File: config.mk
export PLATFORM = sky130hd
export DESIGN_NAME = module_clock_gating
export DESIGN_NICKNAME = d
export VERILOG_FILES = /design/src/rtl/module_clock_gating_pkg.sv /design/src/rtl/module_clock_gating.sv
export VERILOG_INCLUDE_DIRS = /design/src /design/src/rtl
export SDC_FILE = /design/constraint.sdc
export NUM_CORES = 1
export LEC_CHECK = 0
export BUFFER_PORTS_ARGS = -buffer_cell sky130_fd_sc_hd__buf_2
export CORE_AREA = 2 2 83 85
export DETAILED_ROUTE_END_ITERATION = 16
export DIE_AREA = 0 0 85 87
export HOLD_SLACK_MARGIN = 0.15
export PLACE_DENSITY = 0.76
export SYNTH_ARGS = -nofsm -noshare
export SYNTH_HDL_FRONTEND = slang
export SYNTH_SLANG_ARGS = --single-unit
File: constraint.sdc
create_clock -name clk_i -period 0.95 [get_ports clk_i]
set_input_delay 0.1425 -clock clk_i [delete_from_list [all_inputs] [get_ports clk_i]]
set_output_delay 0.1425 -clock clk_i [all_outputs]
set_load 0.02 [all_outputs]
File: src/rtl/module_clock_gating_defs.svh
// constants of the module clock gating block: addresses, bit positions, reset values
// assumes it is included by bare name from the package and the design module
`ifndef MODULE_CLOCK_GATING_DEFS_SVH
`define MODULE_CLOCK_GATING_DEFS_SVH

// ==========================================================
// addresses
`define MCG_CPU_BASE        32'h4001_0000
`define MCG_MCU_BASE        32'h000D_0000
`define MCG_GATE_OFS        32'h0000_0000
`define MCG_CPU_GATE_ADDR   (`MCG_CPU_BASE + `MCG_GATE_OFS)
`define MCG_MCU_GATE_ADDR   (`MCG_MCU_BASE + `MCG_GATE_OFS)

// ==========================================================
// gate bit positions
`define MCG_BIT_SERIAL0     0
`define MCG_BIT_SERIAL1     1
`define MCG_BIT_CAN0        2
`define MCG_BIT_CAN1        3
`define MCG_BIT_WATCHDOG    4
`define MCG_BIT_FIELDBUS_B  5
`define MCG_BIT_ETHER_SW    6
`define MCG_BIT_FIELDBUS_A  13
`define MCG_BIT_FIELDBUS_IE 14
`define MCG_GATE_W          15

// ==========================================================
// field masks and reset values
`define MCG_RSVD_HI_MASK    32'hFFFF_8000
`define MCG_RSVD_B12_MASK   32'h0000_1000
`define MCG_RSVD_ONES       32'h0000_0F80
`define MCG_IMPL_IE         32'h0000_605F
`define MCG_IMPL_B          32'h0000_207F
`define MCG_RESET_IE        32'h0000_6FDF
`define MCG_RESET_B         32'h0000_2FFF
`define MCG_ALL_ONES        32'hFFFF_FFFF

`endif

File: src/rtl/module_clock_gating_pkg.sv
// types of the module clock gating block
// assumes the defs header sits in the include path
`include "module_clock_gating_defs.svh"

package module_clock_gating_pkg;

    // ==========================================================
    // register access carriers
    typedef struct packed {
        logic [31:0] addr;
        logic        wr;
        logic        rd;
        logic [31:0] wdata;
    } reg_req_t;

    typedef struct packed {
        logic [31:0] rdata;
        logic        ack;
    } reg_rsp_t;

    // ==========================================================
    // whole state of the block
    typedef struct packed {
        logic [31:0] gate;
        reg_rsp_t    cpu;
        reg_rsp_t    mcu;
    } gate_state_t;

endpackage

File: src/rtl/module_clock_gating.sv
// gate register for the on-chip peripheral clocks, one enable per module
// assumes both access ports are synchronous to clk_i; sys_rst_i is the system reset
`timescale 1ns/1ps
`include "module_clock_gating_defs.svh"

module module_clock_gating #(
    parameter bit VARIANT_IE = 1'b1      // 1: bit-14 controller present, 0: bit-5 controller
) (
    input  wire logic                               clk_i,      // system clock, 50 MHz
    input  wire logic                               sys_rst_i,  // system reset, async high
    input  wire module_clock_gating_pkg::reg_req_t  cpu_req_i,  // on-chip cpu/dma access
    input  wire module_clock_gating_pkg::reg_req_t  mcu_req_i,  // external mcu access
    output module_clock_gating_pkg::reg_rsp_t       cpu_rsp_o,  // cpu/dma answer
    output module_clock_gating_pkg::reg_rsp_t       mcu_rsp_o,  // mcu answer
    output logic [`MCG_GATE_W-1:0]                  gate_en_o   // clock enables per bit
);

    // ==========================================================
    // variant constants
    localparam logic [31:0] IMPL_MASK = VARIANT_IE ? `MCG_IMPL_IE : `MCG_IMPL_B;
    localparam logic [31:0] RESET_VAL = VARIANT_IE ? `MCG_RESET_IE : `MCG_RESET_B;
    localparam int          ABSENT_BIT = VARIANT_IE ? `MCG_BIT_FIELDBUS_B : `MCG_BIT_FIELDBUS_IE;

    module_clock_gating_pkg::gate_state_t st;
    module_clock_gating_pkg::gate_state_t next_st;

    logic        cpu_hit;
    logic        mcu_hit;
    logic [31:0] wmask;

    // ==========================================================
    // decode and update
    always_comb begin
        cpu_hit = (cpu_req_i.addr == `MCG_CPU_GATE_ADDR);
        mcu_hit = (mcu_req_i.addr == `MCG_MCU_GATE_ADDR);
        wmask   = `MCG_ALL_ONES;
        next_st = st;
        next_st.cpu.ack = 1'b0;
        next_st.mcu.ack = 1'b0;
        // simultaneous writes from both ports both take effect; clearing commutes
        if (cpu_hit && cpu_req_i.wr) begin
            wmask = wmask & cpu_req_i.wdata;
        end
        if (mcu_hit && mcu_req_i.wr) begin
            wmask = wmask & mcu_req_i.wdata;
        end
        // anding with the held value makes a cleared bit sticky until reset
        next_st.gate = (st.gate & wmask & IMPL_MASK) | `MCG_RSVD_ONES;
        // reads show the value before any same-cycle write
        if (cpu_hit && (cpu_req_i.rd || cpu_req_i.wr)) begin
            next_st.cpu.ack   = 1'b1;
            next_st.cpu.rdata = st.gate;
        end
        if (mcu_hit && (mcu_req_i.rd || mcu_req_i.wr)) begin
            next_st.mcu.ack   = 1'b1;
            next_st.mcu.rdata = st.gate;
        end
    end

    always_ff @(posedge clk_i or posedge sys_rst_i) begin
        if (sys_rst_i) begin
            st.gate <= RESET_VAL;
            st.cpu  <= '0;
            st.mcu  <= '0;
        end else begin
            st <= next_st;
        end
    end

    assign cpu_rsp_o = st.cpu;
    assign mcu_rsp_o = st.mcu;
    // modules must not be touched while their enable is low; nothing here blocks that
    assign gate_en_o = st.gate[`MCG_GATE_W-1:0];
endmodule // module_clock_gating

* Word-level counts from Yosys, hierarchy flattened
Cells that the tools add are included.
Storage, ports and cells: bits of input ports 134, register bits 36, output and inout port bits 81, logic and storage cells 19
Operators by class: mux-type cells 4, bitwise gates (word level) 2, reductions and logical operators 6, eq/ne operators 2
Operators with widths (count):
- $eq 32x20->1 const B | 1
- $eq 32x31->1 const B | 1
- $and 15x15->15 | 2
- $mux 15 | 2
- $logic_and 1x1->1 | 4
- $logic_or 1x1->1 | 2
- $mux 1 | 2

* Longest topological paths before layout
Gate-level depths: netlist (run 1).
word-level depth 6, depth in mapped cells 5

* Worst setup path before layout (run 1)
No wires, ideal clock.
kind input to register, start input mcu_req_i[55] (netlist bit), end register st, in the netlist mcu_rsp_o[14], data required time 0.825 ns, setup time 0.125 ns, arrival 1.345 ns, path slack -0.520 ns, path buffers 0, stages on the path 4, cell sequence nor4b_1 -> nand4_1 -> nor3_4 -> mux2_2
Between the ends: word-level cells in the longest chain between the ends 2
Ends and longest elaborated chain:
- start: declaration | line module_clock_gating.sv:12 | input wire module_clock_gating_pkg::reg_req_t mcu_req_i,
- $eq 32x20->1 (no source line)
- $logic_and 1x1->1 | line module_clock_gating.sv:54 | if (mcu_hit && (mcu_req_i.rd || mcu_req_i.wr)) begin
- end signal: assignment | line module_clock_gating.sv:66 | st <= next_st;
- end: declaration | line module_clock_gating.sv:24 | module_clock_gating_pkg::gate_state_t st;
No other way between the ends. A chain may end at the register's enable or synchronous reset.

* Final worst setup path (run 1)
start input mcu_req_i[59] (netlist bit), end register st, in the netlist mcu_rsp_o[3]
The elaborated chain is that of the path after synthesis.

==> PnR_summary.wiki, run 1 <==
{| class="wikitable"
! Metric !! Value
|-
| Slowest-stage cell, CP || sky130_fd_sc_hd__mux2_2
|-
| First-pass GRT wire length || 7.63 mm
|-
| Period utilisation layout || 142%
|-
| Final setup skew || 10.9 ps
|-
| Topmost layer with routed signal wires || met4
|-
| Proportion of layout cells with a drive suffix above 1 || 70.7%
|-
| I/O pins || 215
|-
| Power density of the placed cells || 852 mW/mm2
|-
| Layout net count || 422
|-
| Number of storage elements in the synthesis netlist || 28
|-
| Crit. End Element || flop
|-
| Synthesized instance count || 140
|-
| Maximum clock frequency || 739 MHz
|-
| First DRT Iteration DRCs || 38
|-
| Unrepaired setup endpoints after global routing || true
|-
| Fin util || 48.2%
|-
| Final number of hold-violating endpoints || 0
|-
| Worst min path class || in -> reg
|-
| Overall global routing resource usage || 13.1%
|-
| Startpoint type of the worst setup path || input port
|-
| Share of the yosys chip area belonging to registers || 43.8%
|-
| Post-Route M1 WL || 1.69 mm
|-
| Most common cell after layout, fill and taps aside || sky130_fd_sc_hd__buf_2
|-
| Area post-placement || 0.00240 mm2
|-
| Starting Density || 24.7%
|-
| Placed wire-length estimate after detailed placement || 3.56 mm
|-
| Total standard cell area after synthesis || 0.00162 mm2
|-
| Post-route non-filler standard cell count || 367
|-
| Count of clock tree sinks || 28
|-
| Maximum buffer depth of the clock tree || 2
|-
| Max stage delay on crit path || 330 ps
|-
| Ordered list of cells on the worst path || buf_6 -> nor4_4 -> nand4_1 -> buf_4 -> nor3_4 -> buf_12 -> mux2_2
|-
| Drt pass-1 iters || 4
|-
| Most used cells in the layout excluding fill and tap cells || sky130_fd_sc_hd__buf_2 (62), sky130_fd_sc_hd__buf_6 (60), sky130_fd_sc_hd__conb_1 (45), sky130_fd_sc_hd__buf_4 (19), sky130_fd_sc_hd__dfrtp_1 (18)
|-
| Later-pin clock latency in the skew report || 270 ps
|-
| CP arrival || 1510 ps
|-
| H-tree depth || 1
|-
| Crit path time final || 1350 ps
|-
| Die height || 87 um
|-
| Worst Setup Path Type || in -> reg
|-
| Failing checks || setup timing
|-
| Full die area || 0.00740 mm2
|-
| Pin count of the biggest net entering global routing || 29
|-
| Number of antenna violations at the first check in global routing || 0
|-
| Combined area of the multi-input logic cells || 971 um2
|-
| Via count of the first global-routing pass || 1,482
|-
| Area of the core || 0.00657 mm2
|-
| Max-capacitance violation count || 0
|-
| Setup TNS Final || -10,680 ps
|-
| Post-Layout Inst Area || 0.00317 mm2
|-
| Leakage power || 1.55 nW
|-
| Final setup violation count || 54
|-
| Required time worst endpoint || 1110 ps
|-
| Total gr overflow || 0
|-
| Number of buffers inserted by port buffering || 121
|-
| Max Fanout on Critical Path || 10
|-
| Register Area || 713 um2
|-
| Count of different cell masters after synthesis || 18
|-
| Total placed cells including tap cells || 336
|-
| Filler Cells Inserted || 555
|-
| Outcome || finished, violations left
|-
| X dimension of the die || 85 um
|-
| Wire per inst || 14.9 um
|-
| Worst slack on hold paths || 165 ps
|-
| GPL Wtd Cong || 0.730
|-
| Met2 routed WL || 3.31 mm
|-
| Pins over their slew limit || 0
|-
| Area delta synth->final || 95.2%
|-
| DRC errors left || 0
|-
| Vias after detailed routing || 1,530
|-
| Clock tree from TritonCTS || yes
|-
| Number of nets with antenna violations after routing || 0
|-
| Wire length reported by the detailed router || 5.46 mm
|-
| Number of synthesis warnings || 0
|-
| Worst-case setup margin in the final layout || -403 ps
|-
| Met3 wire len || 392 um
|-
| Clock-pin slew of the registers on the worst-case setup and hold paths || 100 ps
|-
| VDD IR max || 1.34 mV
|-
| Root buffer cell || sky130_fd_sc_hd__clkbuf_8
|-
| Routed via count divided by cell count || 4.17
|-
| Mean instance size in the synthesized netlist || 11.6 um2
|-
| Number of rows in the core area || 30
|-
| Number of antenna repair diodes || 0
|-
| Number of buffers inserted during clock tree synthesis || 3
|}
-- where the power goes --
group	switching [mW]	internal [mW]	leakage, nW
clock	0.352	0.564	0.0357
combinational	0.329	0.259	1.16
sequential	0.00000000564	1.19	0.359
total	0.681	2.02	1.55
-- logic make-up (layout without fill, tap and decap cells) --
group / after synthesis / after routing / synth area share [%]
muxes: 16 / 16 / 11.1
buffers and inverters: 58 / 162 / 26.2
other: 2 / 45 / 0.463
and+or+nand+nor: 28 / 28 / 12.8
DFF: 28 / 28 / 43.8
AOI/OAI and AO/OA: 8 / 8 / 5.56
-- final timing paths --
kind	from	to	slack (ps)	cells after the start
max	mcu_req_i[59]	mcu_rsp_o[3]$_DFFE_PP0P_	-400	7
min	cpu_req_i[1]	gate_en_o[1]$_DFF_PP1_	170	2
max reg2reg	gate_en_o[0]$_DFF_PP1_	mcu_rsp_o[1]$_DFFE_PP0P_	-70	3
min reg2reg	cpu_rsp_o[5]$_DFFE_PP0P_	cpu_rsp_o[5]$_DFFE_PP0P_	540	1
max in group asynchronous	sys_rst_i	gate_en_o[3]$_DFF_PP1_	240	4
min in group asynchronous	sys_rst_i	mcu_rsp_o[2]$_DFFE_PP0P_	470	4
-- synthesized netlist by cell type, drive strengths merged --
master	number	share of area (%)
buf	55	26
dfrtp	20	31
mux2	16	11
nor4	12	4.6
dfstp	8	13
o221a	8	5.6
nand4	4	1.5
inv	3	0.69
nor4b	3	2.0
conb	2	0.46
nor2	2	0.46
nor3	2	2.0
or2	2	0.77
or3	2	0.77
nor4bb	1	0.62
-- critical path, delay by kind of cell --
| kind | cells | cell delay, ps |
|---|---|---|
| multiplexers | 1 | 330 |
| buffers and inverters | 3 | 430 |
| AND/OR/NAND/NOR | 3 | 600 |
-- final cells by class --
class,instances,area share [%]
clock inverters,1,0.949
multi-input cells,97,30.7
clock buffers,3,1.30
inverters,3,0.356
well taps,80,3.16
repair buffers,155,41.0
flip-flops and latches,28,22.5
-- metrics by stage --
| stage | worst slack (ps) | power (mW) |
|---|---|---|
| 4_1_cts | -364 | 2.68 |
| 3_3_place_gp | -666 | 1.66 |
| 5_1_grt | -438 | 2.82 |
| 6_report | -403 | 2.70 |
| 3_5_place_dp | -779 | 1.67 |
| 2_1_floorplan | -490 | 1.57 |
-- state kept, by name, indices dropped and copies added, names as in the netlist --
name / flops
cpu_rsp_o: 10
mcu_rsp_o: 10
gate_en_o: 8
-- what timing repair did --
action | CTS | global route
setup endpoints to repair | 62 | 64
pin swaps | 2 | 9
hold endpoints to repair | 36 | 2
resized for setup | 101 | 16
hold buffers | 9 | 2
setup buffers | 12 | 5
-- layer usage --
metal  vias up  global-route usage, %
met5         -                      0
met4         0                   1.73
met3         8                   3.51
met2        83                   26.3
met1       744                   13.9
li1        695                      -
No activity file was read; power rests on OpenSTA's default activity.
==> inputs of run 2 (changes only) <==
--- a/config.mk
+++ b/config.mk
@@ -12,6 +12,7 @@
 export DIE_AREA = 0 0 85 87
 export HOLD_SLACK_MARGIN = 0.15
 export PLACE_DENSITY = 0.76
+export SKIP_LAST_GASP = 1
 export SYNTH_ARGS = -nofsm -noshare
 export SYNTH_HDL_FRONTEND = slang
 export SYNTH_SLANG_ARGS = --single-unit
==> PnR_summary.wiki, run 2 (synthesized netlist as in run 1, its figures left out) <==
{| class="wikitable"
! Metric !! Value
|-
| Failing checks || setup timing
|-
| Worst min path class || in -> reg
|-
| Routed via count divided by cell count || 4.11
|-
| Switching share of total power || 25.3%
|-
| Post-Layout Inst Area || 0.00305 mm2
|-
| Register share of total power || 44.9%
|-
| Pin count of the biggest net entering global routing || 29
|-
| Required time worst endpoint || 1110 ps
|-
| CP delay by family, top || simple AND/OR/NAND/NOR gates
|-
| Launching point of the worst reg2reg path || gate_en_o[0]$_DFF_PP1_
|-
| GPL Wtd Cong || 0.730
|-
| Crit path buf inv count || 3
|-
| Crit. End Element || flop
|-
| Final setup violation count || 54
|-
| Die height || 87 um
|-
| Power density of the placed cells || 871 mW/mm2
|-
| Full die area || 0.00740 mm2
|-
| Starting Density || 24.7%
|-
| Crit path time final || 1350 ps
|-
| Startpoint type of the worst setup path || input port
|-
| Combined area of the multi-input logic cells || 927 um2
|-
| Max Fanout on Critical Path || 10
|-
| Fin util || 46.5%
|-
| Switching component of the power || 0.672 mW
|-
| Register Area || 713 um2
|-
| Worst Setup Path Type || in -> reg
|-
| Root buffer cell || sky130_fd_sc_hd__clkbuf_8
|-
| First DRT Iteration DRCs || 23
|-
| Total Power || 2.66 mW
|-
| Max stage delay on crit path || 330 ps
|-
| Maximum clock frequency || 740 MHz
|-
| Count of clock tree sinks || 28
|-
| First-pass GRT wire length || 7.23 mm
|-
| Worst slack on hold paths || 168 ps
|-
| Unrepaired setup endpoints after global routing || true
|-
| H-tree depth || 1
|-
| Slowest-stage cell, CP || sky130_fd_sc_hd__mux2_2
|-
| Placed wire-length estimate after detailed placement || 3.56 mm
|-
| Number of antenna violations at the first check in global routing || 0
|-
| Later-pin clock latency in the skew report || 270 ps
|-
| Number of antenna repair diodes || 0
|-
| Total gr overflow || 0
|-
| Number of buffers inserted by port buffering || 121
|-
| Number of rows in the core area || 30
|-
| Max-capacitance violation count || 0
|-
| Total placed cells including tap cells || 336
|-
| Combinational share of power || 20.7%
|-
| Via count of the first global-routing pass || 1,425
|-
| Final setup skew || 7.98 ps
|-
| Most common cell after layout, fill and taps aside || sky130_fd_sc_hd__buf_2
|-
| I/O pins || 215
|-
| Clock-pin slew of the registers on the worst-case setup and hold paths || 80 ps
|-
| Drt pass-1 iters || 4
|-
| VDD IR max || 1.35 mV
|-
| Vias after detailed routing || 1,506
|-
| Area of the core || 0.00657 mm2
|-
| Wire per inst || 14.1 um
|-
| X dimension of the die || 85 um
|-
| Number of nets with antenna violations after routing || 0
|-
| Worst setup slack for register-to-register paths || -70 ps
|-
| Number of buffers inserted during clock tree synthesis || 3
|-
| Ordered list of cells on the worst path || buf_2 -> nor4_4 -> nand4_1 -> buf_4 -> nor3_4 -> buf_12 -> mux2_2
|-
| Leakage power || 1.51 nW
|-
| Launch point of the critical path || mcu_req_i[59]
|-
| Most used cells in the layout excluding fill and tap cells || sky130_fd_sc_hd__buf_2 (72), sky130_fd_sc_hd__buf_6 (50), sky130_fd_sc_hd__conb_1 (45), sky130_fd_sc_hd__dfrtp_1 (18), sky130_fd_sc_hd__buf_4 (18)
|-
| Pins over their slew limit || 0
|-
| DRC errors left || 0
|-
| Maximum buffer depth of the clock tree || 2
|-
| Post-route non-filler standard cell count || 366
|-
| Clock share of power || 34.5%
|-
| CP arrival || 1510 ps
|-
| Overall global routing resource usage || 12.4%
|-
| Period utilisation layout || 142%
|-
| Wire length reported by the detailed router || 5.17 mm
|-
| Clock tree from TritonCTS || yes
|-
| Filler Cells Inserted || 566
|-
| Proportion of layout cells with a drive suffix above 1 || 70.6%
|-
| Outcome || finished, violations left
|-
| Area delta synth->final || 88.2%
|-
| Cell internal power dissipation || 1.99 mW
|-
| Layout net count || 421
|-
| Final number of hold-violating endpoints || 0
|-
| Worst-case setup margin in the final layout || -402 ps
|-
| Area post-placement || 0.00240 mm2
|-
| Startpoint of the worst hold path || cpu_req_i[4]
|}
## run 2: cell types whose count changed in the layout (fill, tap and decap cells not counted), moves of 7 or more
cell / previous run / this run
sky130_fd_sc_hd__buf_2: 62 / 72
sky130_fd_sc_hd__buf_6: 60 / 50
sky130_fd_sc_hd__mux2_2: 5 / 12
sky130_fd_sc_hd__mux2_4: 11 / 4
## run 2: stage by stage
stage | setup TNS (ps) | setup WS (ps)
after floorplan | -12200 | -490
after global placement | -16710 | -666
after detailed placement | -18390 | -779
after CTS | -11180 | -404
after global routing | -13090 | -456
final | -10670 | -402
## run 2: layout make-up
cell class / count / share of cell area [%]
Sequential cell: 28 / 23.4
Multi-Input combinational cell: 97 / 30.4
Inverter: 3 / 0.369
Clock inverter: 1 / 0.984
Tap cell: 80 / 3.28
Timing Repair Buffer: 154 / 40.3
Clock buffer: 3 / 1.35
## run 2: path summary, 6_finish.rpt
path / depth (start not counted) / end
max: 7 / mcu_rsp_o[5]$_DFFE_PP0P_
min: 2 / gate_en_o[4]$_DFF_PP1_
max reg2reg: 3 / mcu_rsp_o[1]$_DFFE_PP0P_
min reg2reg: 1 / cpu_rsp_o[5]$_DFFE_PP0P_
max in group asynchronous: 4 / gate_en_o[3]$_DFF_PP1_
min in group asynchronous: 4 / mcu_rsp_o[2]$_DFFE_PP0P_
## run 2: per-layer routing
layer	GRT usage [%]	routed length (um)	part of all wire, %
met2	25.1	3110	60
met1	12.8	1600	31
met4	1.44	74	1.4
met5	0	0	0
met3	3.41	380	7.3
## run 2: what timing repair did
item | CTS | global route
hold buffers | 9 | 2
buffers inserted | 12 | 4
gates resized for setup | 77 | 20
hold endpoints to repair | 36 | 2
setup endpoints to repair | 62 | 64
pin swaps | 2 | 9
## run 2: power by group through the flow
stage | sequential, mW | combinational [mW] | clock (mW)
floorplan | 1.21 | 0.352 | 0
global placement | 1.21 | 0.447 | 0
detailed placement | 1.21 | 0.454 | 0
CTS | 1.19 | 0.493 | 0.948
global route | 1.19 | 0.583 | 1.01
finish | 1.19 | 0.549 | 0.916
